==> src/verilog/axis_move_regs.vh <==
// Register map and constants of the axis move command unit
// Assumes inclusion by the single design file; definitions only
`ifndef AXIS_MOVE_REGS_VH
`define AXIS_MOVE_REGS_VH
`define OFF_CTRL 12'h000
`define OFF_DIST 12'h004
`define OFF_TARGET 12'h008
`define OFF_VEL 12'h00c
`define OFF_ACC 12'h010
`define OFF_DEC 12'h014
`define OFF_JERK 12'h018
`define OFF_MODE 12'h01c
`define OFF_STATUS 12'h020
`define OFF_POS 12'h024
`define OFF_FAULT 12'h028
`define CTRL_REL_BIT 0
`define CTRL_ABS_BIT 1
`define CTRL_ALARM_BIT 2
`define CTRL_OFFLINE_BIT 3
`define CTRL_ROTARY_BIT 4
`define MODE_TURN_LSB 0
`define MODE_POLICY_LSB 4
`define MODE_AXIS_LSB 8
`define TURN_RESET 3'h1
`define POLICY_RESET 3'h0
`define FAULT_ALARM 16'h0001
`define FAULT_OFFLINE 16'h0002
`define FAULT_BAD_POS 16'h0003
`define STEP_RESET 32'h0000_0001
`endif

==> src/verilog/axis_move_command_unit.v <==
// Axis move command unit: relative and absolute moves of one axis, APB slave
// Assumes one 100 MHz pclk, asynchronous active-low presetn, APB master
//
// Chosen here: register access over APB and the register offsets.
`timescale 1ns/1ns
`include "axis_move_regs.vh"
module axis_move_command_unit #(
    parameter POS_W = 32, // Position width
    parameter [POS_W-1:0] MODULO = 32'd360000 // Rotary modulo
) (
    input wire pclk, // APB clock
    input wire presetn, // Async reset, active low
    input wire psel, // APB select
    input wire penable, // APB enable
    input wire pwrite, // APB direction
    input wire [11:0] paddr, // APB byte address
    input wire [31:0] pwdata, // APB write data
    output reg [31:0] prdata, // APB read data
    output reg pready, // APB ready
    output reg pslverr, // APB error on address above the fault register
    output reg busy_q, // Move in progress
    output reg active_q, // Axis under control
    output reg done_q, // Move completed
    output reg preempted_flag_q, // Running move was pre-empted
    output reg error_q, // Move failed
    output reg [15:0] fault_code_q, // Fault code of failure
    output reg [POS_W-1:0] cmd_pos_q // Commanded axis position
);
    localparam ST_IDLE = 2'd0;
    localparam ST_REL = 2'd1;
    localparam ST_ABS = 2'd2;

    // Sequencer state and launch-edge history
    reg [1:0] state_q; // Idle, relative or absolute move
    reg [4:0] ctrl_prev_q; // Control bits one clock ago
    // Registers written over the bus
    reg [4:0] ctrl_q; // Launch, fault and rotary bits
    reg [POS_W-1:0] dist_q; // Relative distance
    reg [POS_W-1:0] target_q; // Absolute target
    reg [POS_W-1:0] vel_q; // Step per clock
    reg [POS_W-1:0] acc_q; // Acceleration, latched only
    reg [POS_W-1:0] dec_q; // Deceleration, latched only
    reg [POS_W-1:0] jerk_q; // Jerk, latched only
    reg [15:0] mode_q; // Turn sense, policy and axis number
    // Parameters captured on the launch edge
    reg [POS_W-1:0] goal_q; // Position the move ends at
    reg [POS_W-1:0] lat_vel_q; // Captured step
    reg [POS_W-1:0] lat_acc_q; // Captured acceleration
    reg [POS_W-1:0] lat_dec_q; // Captured deceleration
    reg [POS_W-1:0] lat_jerk_q; // Captured jerk
    reg [2:0] lat_turn_q; // Captured turn sense
    reg [2:0] lat_policy_q; // Captured queueing policy
    reg [7:0] lat_axis_q; // Captured axis number
    // Move bookkeeping
    reg dir_neg_q; // Absolute move runs downward
    reg act_pend_q; // Active due next clock
    reg pre_pend_q; // Pre-empted flag due next clock
    reg early_fall_q; // Launch request fell during the move
    reg [POS_W-1:0] cmd_pos_d; // Next commanded position

    // Bus phases
    wire apb_setup = psel & ~penable;
    wire apb_wr = psel & penable & pwrite & pready;
    wire apb_rd_setup = apb_setup & ~pwrite;
    // Launch request edges
    wire rel_req = ctrl_q[`CTRL_REL_BIT];
    wire abs_req = ctrl_q[`CTRL_ABS_BIT];
    wire rel_rise = rel_req & ~ctrl_prev_q[`CTRL_REL_BIT];
    wire abs_rise = abs_req & ~ctrl_prev_q[`CTRL_ABS_BIT];
    wire rel_fall = ~rel_req & ctrl_prev_q[`CTRL_REL_BIT];
    wire abs_fall = ~abs_req & ctrl_prev_q[`CTRL_ABS_BIT];
    wire any_fall = rel_fall | abs_fall;
    wire any_req = rel_req | abs_req;
    wire launch = rel_rise | abs_rise;
    // Axis condition and move progress
    wire fault = ctrl_q[`CTRL_ALARM_BIT] | ctrl_q[`CTRL_OFFLINE_BIT];
    wire rotary = ctrl_q[`CTRL_ROTARY_BIT];
    wire moving = (state_q == ST_REL) || (state_q == ST_ABS);
    wire [POS_W-1:0] step = lat_vel_q;
    wire at_goal = (cmd_pos_q == goal_q);

    // Remaining distance, magnitude, toward goal
    function [POS_W-1:0] gap;
        input [POS_W-1:0] a;
        input [POS_W-1:0] b;
        begin
            gap = ($signed(a) > $signed(b)) ? a - b : b - a;
        end
    endfunction

    // Turn-sense field of the mode word
    function [2:0] turn_field;
        input [15:0] mode;
        begin
            turn_field = mode[`MODE_TURN_LSB +: 3];
        end
    endfunction

    // Rotary step downward, wrapping from below zero to the top of the circle
    function [POS_W-1:0] wrap_dn;
        input [POS_W-1:0] pos;
        input [POS_W-1:0] stp;
        begin
            if (pos < stp)
                wrap_dn = pos + MODULO - stp;
            else
                wrap_dn = pos - stp;
        end
    endfunction

    // Rotary step upward; the step must stay below the modulo or the wrap misses
    function [POS_W-1:0] wrap_up;
        input [POS_W-1:0] pos;
        input [POS_W-1:0] stp;
        begin
            if (pos + stp >= MODULO)
                wrap_up = pos + stp - MODULO;
            else
                wrap_up = pos + stp;
        end
    endfunction

    // Fault code of a refused launch; alarm outranks offline
    function [15:0] fault_of;
        input [4:0] ctrl;
        begin
            if (ctrl[`CTRL_ALARM_BIT])
                fault_of = `FAULT_ALARM;
            else
                fault_of = `FAULT_OFFLINE;
        end
    endfunction

    // Ready one cycle after setup; offsets above the fault register answered with an error
    always @(posedge pclk or negedge presetn) begin
        if (!presetn) begin
            pready <= 1'b0;
            pslverr <= 1'b0;
        end else begin
            pready <= apb_setup;
            pslverr <= apb_setup & (paddr > `OFF_FAULT);
        end
    end

    // APB slave: zero-wait writes, registered reads
    always @(posedge pclk or negedge presetn) begin
        if (!presetn) begin
            ctrl_q <= 5'h00;
            dist_q <= {POS_W{1'b0}};
            target_q <= {POS_W{1'b0}};
            vel_q <= `STEP_RESET;
            acc_q <= {POS_W{1'b0}};
            dec_q <= {POS_W{1'b0}};
            jerk_q <= {POS_W{1'b0}};
            mode_q <= {13'h0000, `TURN_RESET};
            prdata <= 32'h0000_0000;
        end else begin
            if (apb_wr) begin
                case (paddr)
                    `OFF_CTRL: ctrl_q <= pwdata[4:0];
                    `OFF_DIST: dist_q <= pwdata;
                    `OFF_TARGET: target_q <= pwdata;
                    `OFF_VEL: vel_q <= pwdata;
                    `OFF_ACC: acc_q <= pwdata;
                    `OFF_DEC: dec_q <= pwdata;
                    `OFF_JERK: jerk_q <= pwdata;
                    `OFF_MODE: mode_q <= pwdata[15:0];
                    default: ;
                endcase
            end
            if (apb_rd_setup) begin
                case (paddr)
                    `OFF_CTRL: prdata <= {27'h0, ctrl_q};
                    `OFF_DIST: prdata <= dist_q;
                    `OFF_TARGET: prdata <= target_q;
                    `OFF_VEL: prdata <= vel_q;
                    `OFF_ACC: prdata <= acc_q;
                    `OFF_DEC: prdata <= dec_q;
                    `OFF_JERK: prdata <= jerk_q;
                    `OFF_MODE: prdata <= {16'h0000, mode_q};
                    `OFF_STATUS: prdata <= {27'h0, error_q, preempted_flag_q,
                        done_q, active_q, busy_q};
                    `OFF_POS: prdata <= cmd_pos_q;
                    `OFF_FAULT: prdata <= {16'h0000, fault_code_q};
                    default: prdata <= 32'h0000_0000;
                endcase
            end
        end
    end

    // Move sequencer and flag logic
    always @(posedge pclk or negedge presetn) begin
        if (!presetn) begin
            state_q <= ST_IDLE;
            ctrl_prev_q <= 5'h00;
            goal_q <= {POS_W{1'b0}};
            lat_vel_q <= `STEP_RESET;
            lat_acc_q <= {POS_W{1'b0}};
            lat_dec_q <= {POS_W{1'b0}};
            lat_jerk_q <= {POS_W{1'b0}};
            lat_turn_q <= `TURN_RESET;
            lat_policy_q <= `POLICY_RESET;
            lat_axis_q <= 8'h00;
            dir_neg_q <= 1'b0;
            act_pend_q <= 1'b0;
            pre_pend_q <= 1'b0;
            early_fall_q <= 1'b0;
            busy_q <= 1'b0;
            active_q <= 1'b0;
            done_q <= 1'b0;
            preempted_flag_q <= 1'b0;
            error_q <= 1'b0;
            fault_code_q <= 16'h0000;
        end else begin
            ctrl_prev_q <= ctrl_q;
            // Flags clear when the launch request falls while no move runs
            if (any_fall && !moving) begin
                done_q <= 1'b0;
                error_q <= 1'b0;
                preempted_flag_q <= 1'b0;
            end
            if (any_fall && moving)
                early_fall_q <= 1'b1;
            // Done after early release stands one period only
            if (done_q && early_fall_q) begin
                done_q <= 1'b0;
                early_fall_q <= 1'b0;
            end
            // Active follows busy by one period
            if (act_pend_q) begin
                active_q <= 1'b1;
                act_pend_q <= 1'b0;
            end
            // Earlier move reported pre-empted one period after relaunch
            if (pre_pend_q) begin
                preempted_flag_q <= 1'b1;
                pre_pend_q <= 1'b0;
            end
            if ((rel_rise || abs_rise) && fault) begin
                error_q <= 1'b1;
                fault_code_q <= fault_of(ctrl_q);
                busy_q <= 1'b0;
                active_q <= 1'b0;
                act_pend_q <= 1'b0;
                state_q <= ST_IDLE;
            end else if (abs_rise && rotary && target_q >= MODULO) begin
                error_q <= 1'b1;
                fault_code_q <= `FAULT_BAD_POS; // Target outside the circle
                busy_q <= 1'b0;
                active_q <= 1'b0;
                act_pend_q <= 1'b0;
                state_q <= ST_IDLE;
            end else if (rel_rise || abs_rise) begin
                // Launch edge: sample parameters once
                lat_vel_q <= vel_q;
                lat_acc_q <= acc_q;
                lat_dec_q <= dec_q;
                lat_jerk_q <= jerk_q;
                lat_axis_q <= mode_q[`MODE_AXIS_LSB +: 8];
                lat_policy_q <= mode_q[`MODE_POLICY_LSB +: 3];
                if (rotary && abs_rise)
                    lat_turn_q <= turn_field(mode_q);
                busy_q <= 1'b1;
                act_pend_q <= 1'b1;
                done_q <= 1'b0;
                error_q <= 1'b0;
                early_fall_q <= 1'b0;
                pre_pend_q <= moving;
                if (rel_rise) begin
                    state_q <= ST_REL;
                    // Pending remaining distance kept when pre-empting a relative move
                    goal_q <= (state_q == ST_REL ? goal_q : cmd_pos_q)
                        + dist_q;
                end else begin
                    state_q <= ST_ABS;
                    goal_q <= target_q;
                end
                if (rel_rise)
                    dir_neg_q <= dist_q[POS_W-1];
                else if (rotary && turn_field(mode_q) == 3'h3)
                    dir_neg_q <= 1'b1;
                else if (rotary && turn_field(mode_q) == 3'h1)
                    dir_neg_q <= 1'b0;
                else
                    dir_neg_q <= $signed(target_q) < $signed(cmd_pos_q);
            end else if (moving) begin
                // Completion once the position has reached the goal
                if (at_goal) begin
                    done_q <= 1'b1;
                    busy_q <= 1'b0;
                    active_q <= 1'b0;
                    act_pend_q <= 1'b0;
                    state_q <= ST_IDLE;
                    if (!any_req)
                        early_fall_q <= 1'b1;
                end
            end
        end
    end

    // Next commanded position: one captured step per clock toward the goal
    always @* begin
        cmd_pos_d = cmd_pos_q;
        if (moving && !launch && !at_goal) begin
            if (gap(cmd_pos_q, goal_q) <= step) begin
                cmd_pos_d = goal_q; // Last short step lands on the goal
            end else if (rotary && state_q == ST_ABS) begin
                // Rotary absolute move runs the chosen way round the circle
                if (dir_neg_q)
                    cmd_pos_d = wrap_dn(cmd_pos_q, step);
                else
                    cmd_pos_d = wrap_up(cmd_pos_q, step);
            end else if ($signed(goal_q) < $signed(cmd_pos_q)) begin
                cmd_pos_d = cmd_pos_q - step;
            end else begin
                cmd_pos_d = cmd_pos_q + step;
            end
        end
    end

    // Commanded position register
    always @(posedge pclk or negedge presetn) begin
        if (!presetn) begin
            cmd_pos_q <= {POS_W{1'b0}};
        end else begin
            cmd_pos_q <= cmd_pos_d;
        end
    end
endmodule // axis_move_command_unit

==> config.mk <==
export PLATFORM = sky130hd
export DESIGN_NAME = axis_move_command_unit
export DESIGN_NICKNAME = d
export VERILOG_FILES = /design/src/verilog/axis_move_command_unit.v
export VERILOG_INCLUDE_DIRS = /design/src /design/src/verilog
export SDC_FILE = /design/constraint.sdc
export NUM_CORES = 1
export LEC_CHECK = 0
export BUFFER_PORTS_ARGS = -buffer_cell sky130_fd_sc_hd__buf_2
export CORE_MARGIN = 2
export CORE_UTILIZATION = 54
export CTS_BUF_LIST = sky130_fd_sc_hd__clkbuf_16
export CTS_CLUSTER_DIAMETER = 50
export CTS_CLUSTER_SIZE = 28
export DETAILED_ROUTE_END_ITERATION = 10
export GPL_ROUTABILITY_DRIVEN = 0
export PLACE_DENSITY_LB_ADDON = 0.15
export SLEW_MARGIN = 20
export SYNTH_ARGS = -nofsm -noshare
export SYNTH_HDL_FRONTEND = slang
export SYNTH_SLANG_ARGS = --single-unit
==> constraint.sdc <==
create_clock -name pclk -period 11.76 [get_ports pclk]
set_input_delay 0.588 -clock pclk [delete_from_list [all_inputs] [get_ports pclk]]
set_output_delay 0.588 -clock pclk [all_outputs]
set_load 0.005 [all_outputs]
==> results.toml, run 1 <==
[final_layout]
fillCellCount = 4606
stdcell_count = 4014
syn2layout_area_growth_pct = 8.07
drive_above_1_share = 0.157
finalNetCount = 3631
diodes = 0
stdcell_area_um2 = 31800

[critical_path]
cp-end-kind = "flop"
crit_arrival_ns = 8.65
cp.required_ns = 12.17
crit_type = "flop to flop"
cp_max_fo = 51
critPathSlowestCell = "o21ai_0"
cp_slowest_stage_delay_ns = 0.69
cp-start-kind = "flop"

[global_routing]
grt-ovfl-total = 0
grt_pass1_vias = 26700
grt_max_degree = 169
grt_usage = 0.367
grt_antenna_before_repair = 2
grt_first_pass_wirelength_um = 160000

[floorplan]
io_pins = 136
rows = 85
die_x_um = 238
fp.dieArea_um2 = 56400
core-area_um2 = 53900
die_h_um = 238
start_util = 0.546

[logic_synthesis]
synth_warnings = 0
yosysUniqueCellTypes = 107
synthCells = 3267
syn_area_per_cell_um2 = 9.02
syn_area_um2 = 29500
async_reset_ff_frac = 1.00
ys_ff_latch = 358
synth_enable_flop_cells = 0
synth_ff_type = "dfrtp_1"
seq_area_frac_synth = 0.304

[pwr]
intPower_w = 0.00256
p_per_area_nw_per_um2 = 137
power.share.clock = 0.282
peakVddDrop_mv = 0.311
p_leak_nw = 15.1
comb_power_share = 0.429
p_seq_frac = 0.288
p_sw_w = 0.00179
switching_share = 0.412

[hold_path]
holdCritPathClass = "primary input to async pin"

[routing]
finalWirelength_um = 106000
drt_pre_antenna_iters = 11
num_vias = 27500
wire_per_inst_um = 26.3
avgViaCountPerCell = 6.85
ant_nets = 0
drcViolationCount = 1
drtIter0Drc = 3463

[timing]
relSlewSlack = 0.290
post-route-period-util = 0.701
period_needed_ns = 8.25
slew_viol_final = 0
hold_violations = 0
rsz0062_at_grt = "no"
setup_violations = 0
finalSetupTns_ns = 0
worst_slew_pin_slew_ns = 1.07
hold_slack_ns = 0.0624
fmax_mhz = 121
finalClockSkew_ns = 0.0431

[clock_tree]
clockBufferDepth = 3
cts_buffers = 37
post_cts_resize_count = 0
cts_setup_buffers = 0
path_clk_slew_ns = 0.07
cts_tree = "yes"
clkSinkCount = 358
htreeDepth = 2
clock_latency_ns = 0.57
cts_hold_buf = 0
cts-root-buf = "clkbuf_16"

[placement]
placed_area_um2 = 30600
hpwl_um = 80100
dpl.cell_count = 3948
place.port_buffers = 121

[outcome]
status = "complete, but fails checks"
violations = "DRC"

[flow_run]
drv_cap = 0
registers in the layout (all words and copies together) (netlist names), 2 cells and up:
name,flops
fault_code_q,2
acc_q,32
prdata,32
target_q,32
dec_q,32
dist_q,32
lat_vel_q,32
ctrl_prev_q,2
mode_q,16
ctrl_q,5
vel_q,32
jerk_q,32
goal_q,32
state_q,2
cmd_pos_q,32
cells by family after synthesis:
kind of cell	synth area share
xor gates and xnor gates	0.0427
DFF	0.304
and+or+nand+nor	0.139
adders and majority gates	0.130
muxes	0.0963
buffers and inverters	0.0508
other	0.000127
AOI/OAI and AO/OA	0.236
critical path, delay by kind of cell (launching register included):
kind                       cells  cell delay, ns
buffers and inverters          3            1.15
adders and majority gates      2            0.79
and+or+nand+nor                7            1.61
DFF                            1            0.49
xor gates and xnor gates       1            0.18
muxes                          1            0.22
AOI/OAI and AO/OA             13            3.61
synth_stat cells, types with 14 or more instances:
cell type  count  area share
or3_1         17      0.0036
ha_1         264        0.11
nor2_1       181       0.023
o211ai_1      27      0.0069
nor3_1        67       0.011
nand2_1      233       0.030
a31oi_1       24      0.0051
buf_4         17      0.0043
o31ai_1       22      0.0056
nor4_1        20      0.0042
mux2_2       215       0.082
clkbuf_1     135       0.017
a211oi_1      40       0.010
a21o_1        75       0.019
nand4_1       41      0.0087
a22oi_1       73       0.019
mux2i_1       37       0.013
and3_1        15      0.0032
inv_1        191       0.024
a221oi_1      32      0.0095
o21bai_1      39      0.0099
o21ai_0      213       0.036
nand3_1       81       0.014
o21a_1        21      0.0054
a21oi_1      252       0.043
a22o_1        47       0.014
nand2b_1      34      0.0072
fa_1          27       0.018
dfrtp_1      355        0.30
buf_1         14      0.0018
xor2_1        34       0.010
nor2b_1       25      0.0053
a222oi_1      20      0.0068
xnor2_1      106       0.032
path summary, 6_finish.rpt:
| check | from | end | slack (ns) | depth (start not counted) |
|---|---|---|---|---|
| min reg2reg | pre_pend_q | preempted_flag_q | 0.45 | 1 |
| max | cmd_pos_q[3] | cmd_pos_q[17] | 3.51 | 27 |
| min in group pclk | penable | pready | 0.21 | 2 |
| min | presetn | mode_q[6] | 0.06 | 1 |
| max reg2reg | cmd_pos_q[3] | cmd_pos_q[17] | 3.51 | 27 |
| max in group asynchronous | presetn | dist_q[29] | 9.37 | 3 |
area by class of cell:
cell class | instances | area, um2 | area share
multi-input combinational | 2546 | 19200 | 0.602
clock inverter | 29 | 307 | 0.00963
clock buffer | 37 | 926 | 0.0291
sequential | 358 | 8960 | 0.282
tap | 696 | 871 | 0.0274
timing repair buffer | 151 | 853 | 0.0268
inverter | 197 | 739 | 0.0232
layout by cell type, fill, tap and decap left out, drive strengths merged, types with 13 or more instances in the layout:
master	n
dfrtp	355
ha	264
a21oi	253
nand2	233
o21ai	226
mux2	219
inv	211
nor2	185
buf	151
xnor2	108
nand3	81
a21o	75
a22oi	73
nor3	68
a22o	47
a211oi	45
nand4	43
o21bai	41
mux2i	37
clkbuf	37
xor2	34
nand2b	34
a221oi	33
nor4	28
o211ai	27
fa	27
nor2b	26
a31oi	24
o31ai	23
o21a	21
a222oi	20
or3	17
and3	16
conb	14
a311oi	13
or2	13
through the flow:
step	util	total power (W)	worst slack (ns)
CTS	0.590	0.00429	4.01
detailed placement	0.568	0.00307	4.04
global placement	0.567	0.00305	4.32
floorplan	-	0.00254	6.00
finish	0.590	0.00435	3.51
global route	0.590	0.00453	3.29
power by group through the flow:
stage	Clock, W	Combinational, W	Sequential, W
6_report	0.00123	0.00187	0.00125
5_1_grt	0.00128	0.00199	0.00125
4_1_cts	0.00123	0.00181	0.00125
3_5_place_dp	0	0.00180	0.00128
3_3_place_gp	0	0.00178	0.00127
2_1_floorplan	0	0.00127	0.00127
layer usage:
layer,up-vias,GRT usage,routed length (um)
met5,-,0,9
met4,2,0.138,4280
met3,288,0.0975,13100
met2,1753,0.550,44900
met1,13400,0.509,43300
li1,12100,-,-
Note: power is estimated with default switching activity, not from simulation.
==> inputs of run 2 (changes only) <==
- clock period: 11.76 -> 8.2 ns (I/O delays scaled with it)
==> results.toml, run 2 (synthesis gave the netlist of run 1 again) <==
[outcome]
status = "completed"

[routing]
drcViolationCount = 0
drt_pre_antenna_iters = 7
num_vias = 27900
wire_per_inst_um = 26.4
finalWirelength_um = 107000
ant_nets = 0
avgViaCountPerCell = 6.91
drtIter0Drc = 3697

[critical_path]
setup.worst_path.end = "cmd_pos_q[15]"
path_common_cell = "nand2_1"
crit_cells = 26
crit_arrival_ns = 8.18
reg2reg_to = "cmd_pos_q[15]"
crit_type = "flop to flop"
crit_start = "cmd_pos_q[5]"
cp-start-kind = "flop"
r2r_cells = 26
reg2reg_slack_ns = 0.47
cp-end-kind = "flop"
cp_slowest_stage_delay_ns = 0.55
cp.required_ns = 8.65
path_delay_family = "compound AO/OA/AOI/OAI gates"
critPathSlowestCell = "nand2_1"
r2r-start = "cmd_pos_q[5]"
cp_max_fo = 30
cp.buffers_inverters = 3

[final_layout]
stdcell_area_um2 = 32000
stdcell_count = 4037
regArea_um2 = 8960
diodes = 0
multi_input_area_um2 = 19200
final_common_cell = "dfrtp_1"
fillCellCount = 4655
finalNetCount = 3654
final_cell_mix = "355 x dfrtp_1, 263 x ha_1, 250 x a21oi_1"
syn2layout_area_growth_pct = 8.78
drive_above_1_share = 0.162

[timing]
slew_viol_final = 0
hold_slack_ns = 0.0345
relSlewSlack = 0.319
setup_violations = 0
finalSetupTns_ns = 0
finalClockSkew_ns = 0.0408
worst_slew_pin_slew_ns = 1.02
post-route-period-util = 0.943
fmax_mhz = 129
period_needed_ns = 7.73
hold_violations = 0
rsz0062_at_grt = "no"
setup_ws_ns = 0.465

[clock_tree]
clockBufferDepth = 3
clock_latency_ns = 0.57
htreeDepth = 2
cts_tree = "yes"
path_clk_slew_ns = 0.07
clkSinkCount = 358
cts-root-buf = "clkbuf_16"
cts_setup_buffers = 0
post_cts_resize_count = 0
cts_buffers = 36

[global_routing]
grt_antenna_before_repair = 2
grt_first_pass_wirelength_um = 162000
use_met3 = 0.0812
top_usage_layer = "met2"
grt-ovfl-total = 0
grt_usage = 0.371
grt_max_degree = 137
grt_util_met2 = 0.558
grt_pass1_vias = 26800
grt_use_met1 = 0.530

[pwr]
p_per_area_nw_per_um2 = 198
comb_power_share = 0.439
peakVddDrop_mv = 0.380
p_sw_w = 0.00262
switching_share = 0.414
power.share.clock = 0.278
p_seq_frac = 0.282
intPower_w = 0.00371
p_leak_nw = 15.2

[floorplan]
fp.dieArea_um2 = 56400
start_util = 0.546
rows = 85
die_x_um = 238
die_h_um = 238
io_pins = 136
core-area_um2 = 53900

[placement]
hpwl_um = 80400
dp_worst_setup_slack_ns = 0.884
dpl.cell_count = 3971
place.port_buffers = 121
placed_area_um2 = 30800

[hold_path]
holdCritPathClass = "primary input to flop"

[flow_run]
drv_cap = 0
[run 2: layout make-up]
| cell class | instances | share of cell area |
|---|---|---|
| Multi-Input combinational cell | 2546 | 0.598 |
| Sequential cell | 358 | 0.280 |
| Timing Repair Buffer | 175 | 0.0327 |
| Clock buffer | 36 | 0.0281 |
| Tap cell | 696 | 0.0272 |
| Inverter | 197 | 0.0231 |
| Clock inverter | 29 | 0.0111 |
[run 2: worst min-delay path by stage]
stage / startpoint / endpoint / cells past startpoint
6_report: penable / pready / 2
5_1_grt: penable / pready / 2
4_1_cts: penable / pready / 2
3_5_place_dp: pre_pend_q / preempted_flag_q / 1
3_3_place_gp: pre_pend_q / preempted_flag_q / 1
2_1_floorplan: presetn / acc_q[0] / 0
[run 2: layer usage]
layer / vias to the layer above / wire (um)
li1: 12100 / -
met1: 13600 / 44000
met2: 1868 / 45400
met3: 300 / 13300
met4: 0 / 3900
met5: - / 0
[run 2: per-stage QoR]
step	utilization	power (W)
after floorplan	-	0.00364
after global placement	0.571	0.00445
after detailed placement	0.571	0.00448
after CTS	0.594	0.00624
after global routing	0.594	0.00658
final	0.594	0.00634
[run 2: worst register-to-register path: stages, from the launching register on]
cell      delay, ns
dfrtp_1        0.46
inv_1          0.16
ha_1           0.52
and4_1         0.34
a211oi_1       0.10
a211oi_1       0.53
a221oi_1       0.19
o31ai_1        0.33
nand2_1        0.15
a21oi_4        0.38
buf_4          0.40
mux2i_1        0.19
o21ba_2        0.26
o31ai_1        0.34
xnor2_1        0.12
ha_1           0.32
nand4_1        0.10
nor2_1         0.16
nand2_1        0.10
nor3_1         0.37
a21oi_1        0.17
a31oi_4        0.49
nand2_1        0.56
buf_4          0.34
a221oi_1       0.25
nor2b_1        0.09
nor3_1         0.23
[run 2: power groups by stage]
| stage | Sequential, W | Combinational [W] | Clock, W |
|---|---|---|---|
| global route | 0.00179 | 0.00294 | 0.00185 |
| floorplan | 0.00182 | 0.00182 | 0 |
| CTS | 0.00179 | 0.00267 | 0.00178 |
| global placement | 0.00182 | 0.00263 | 0 |
| detailed placement | 0.00182 | 0.00265 | 0 |
| finish | 0.00179 | 0.00278 | 0.00177 |
[run 2: timing repair]
item,CTS,global route
setup endpoints to repair,0,0
hold buffers,1,0
endpoints found under the hold margin,97,0
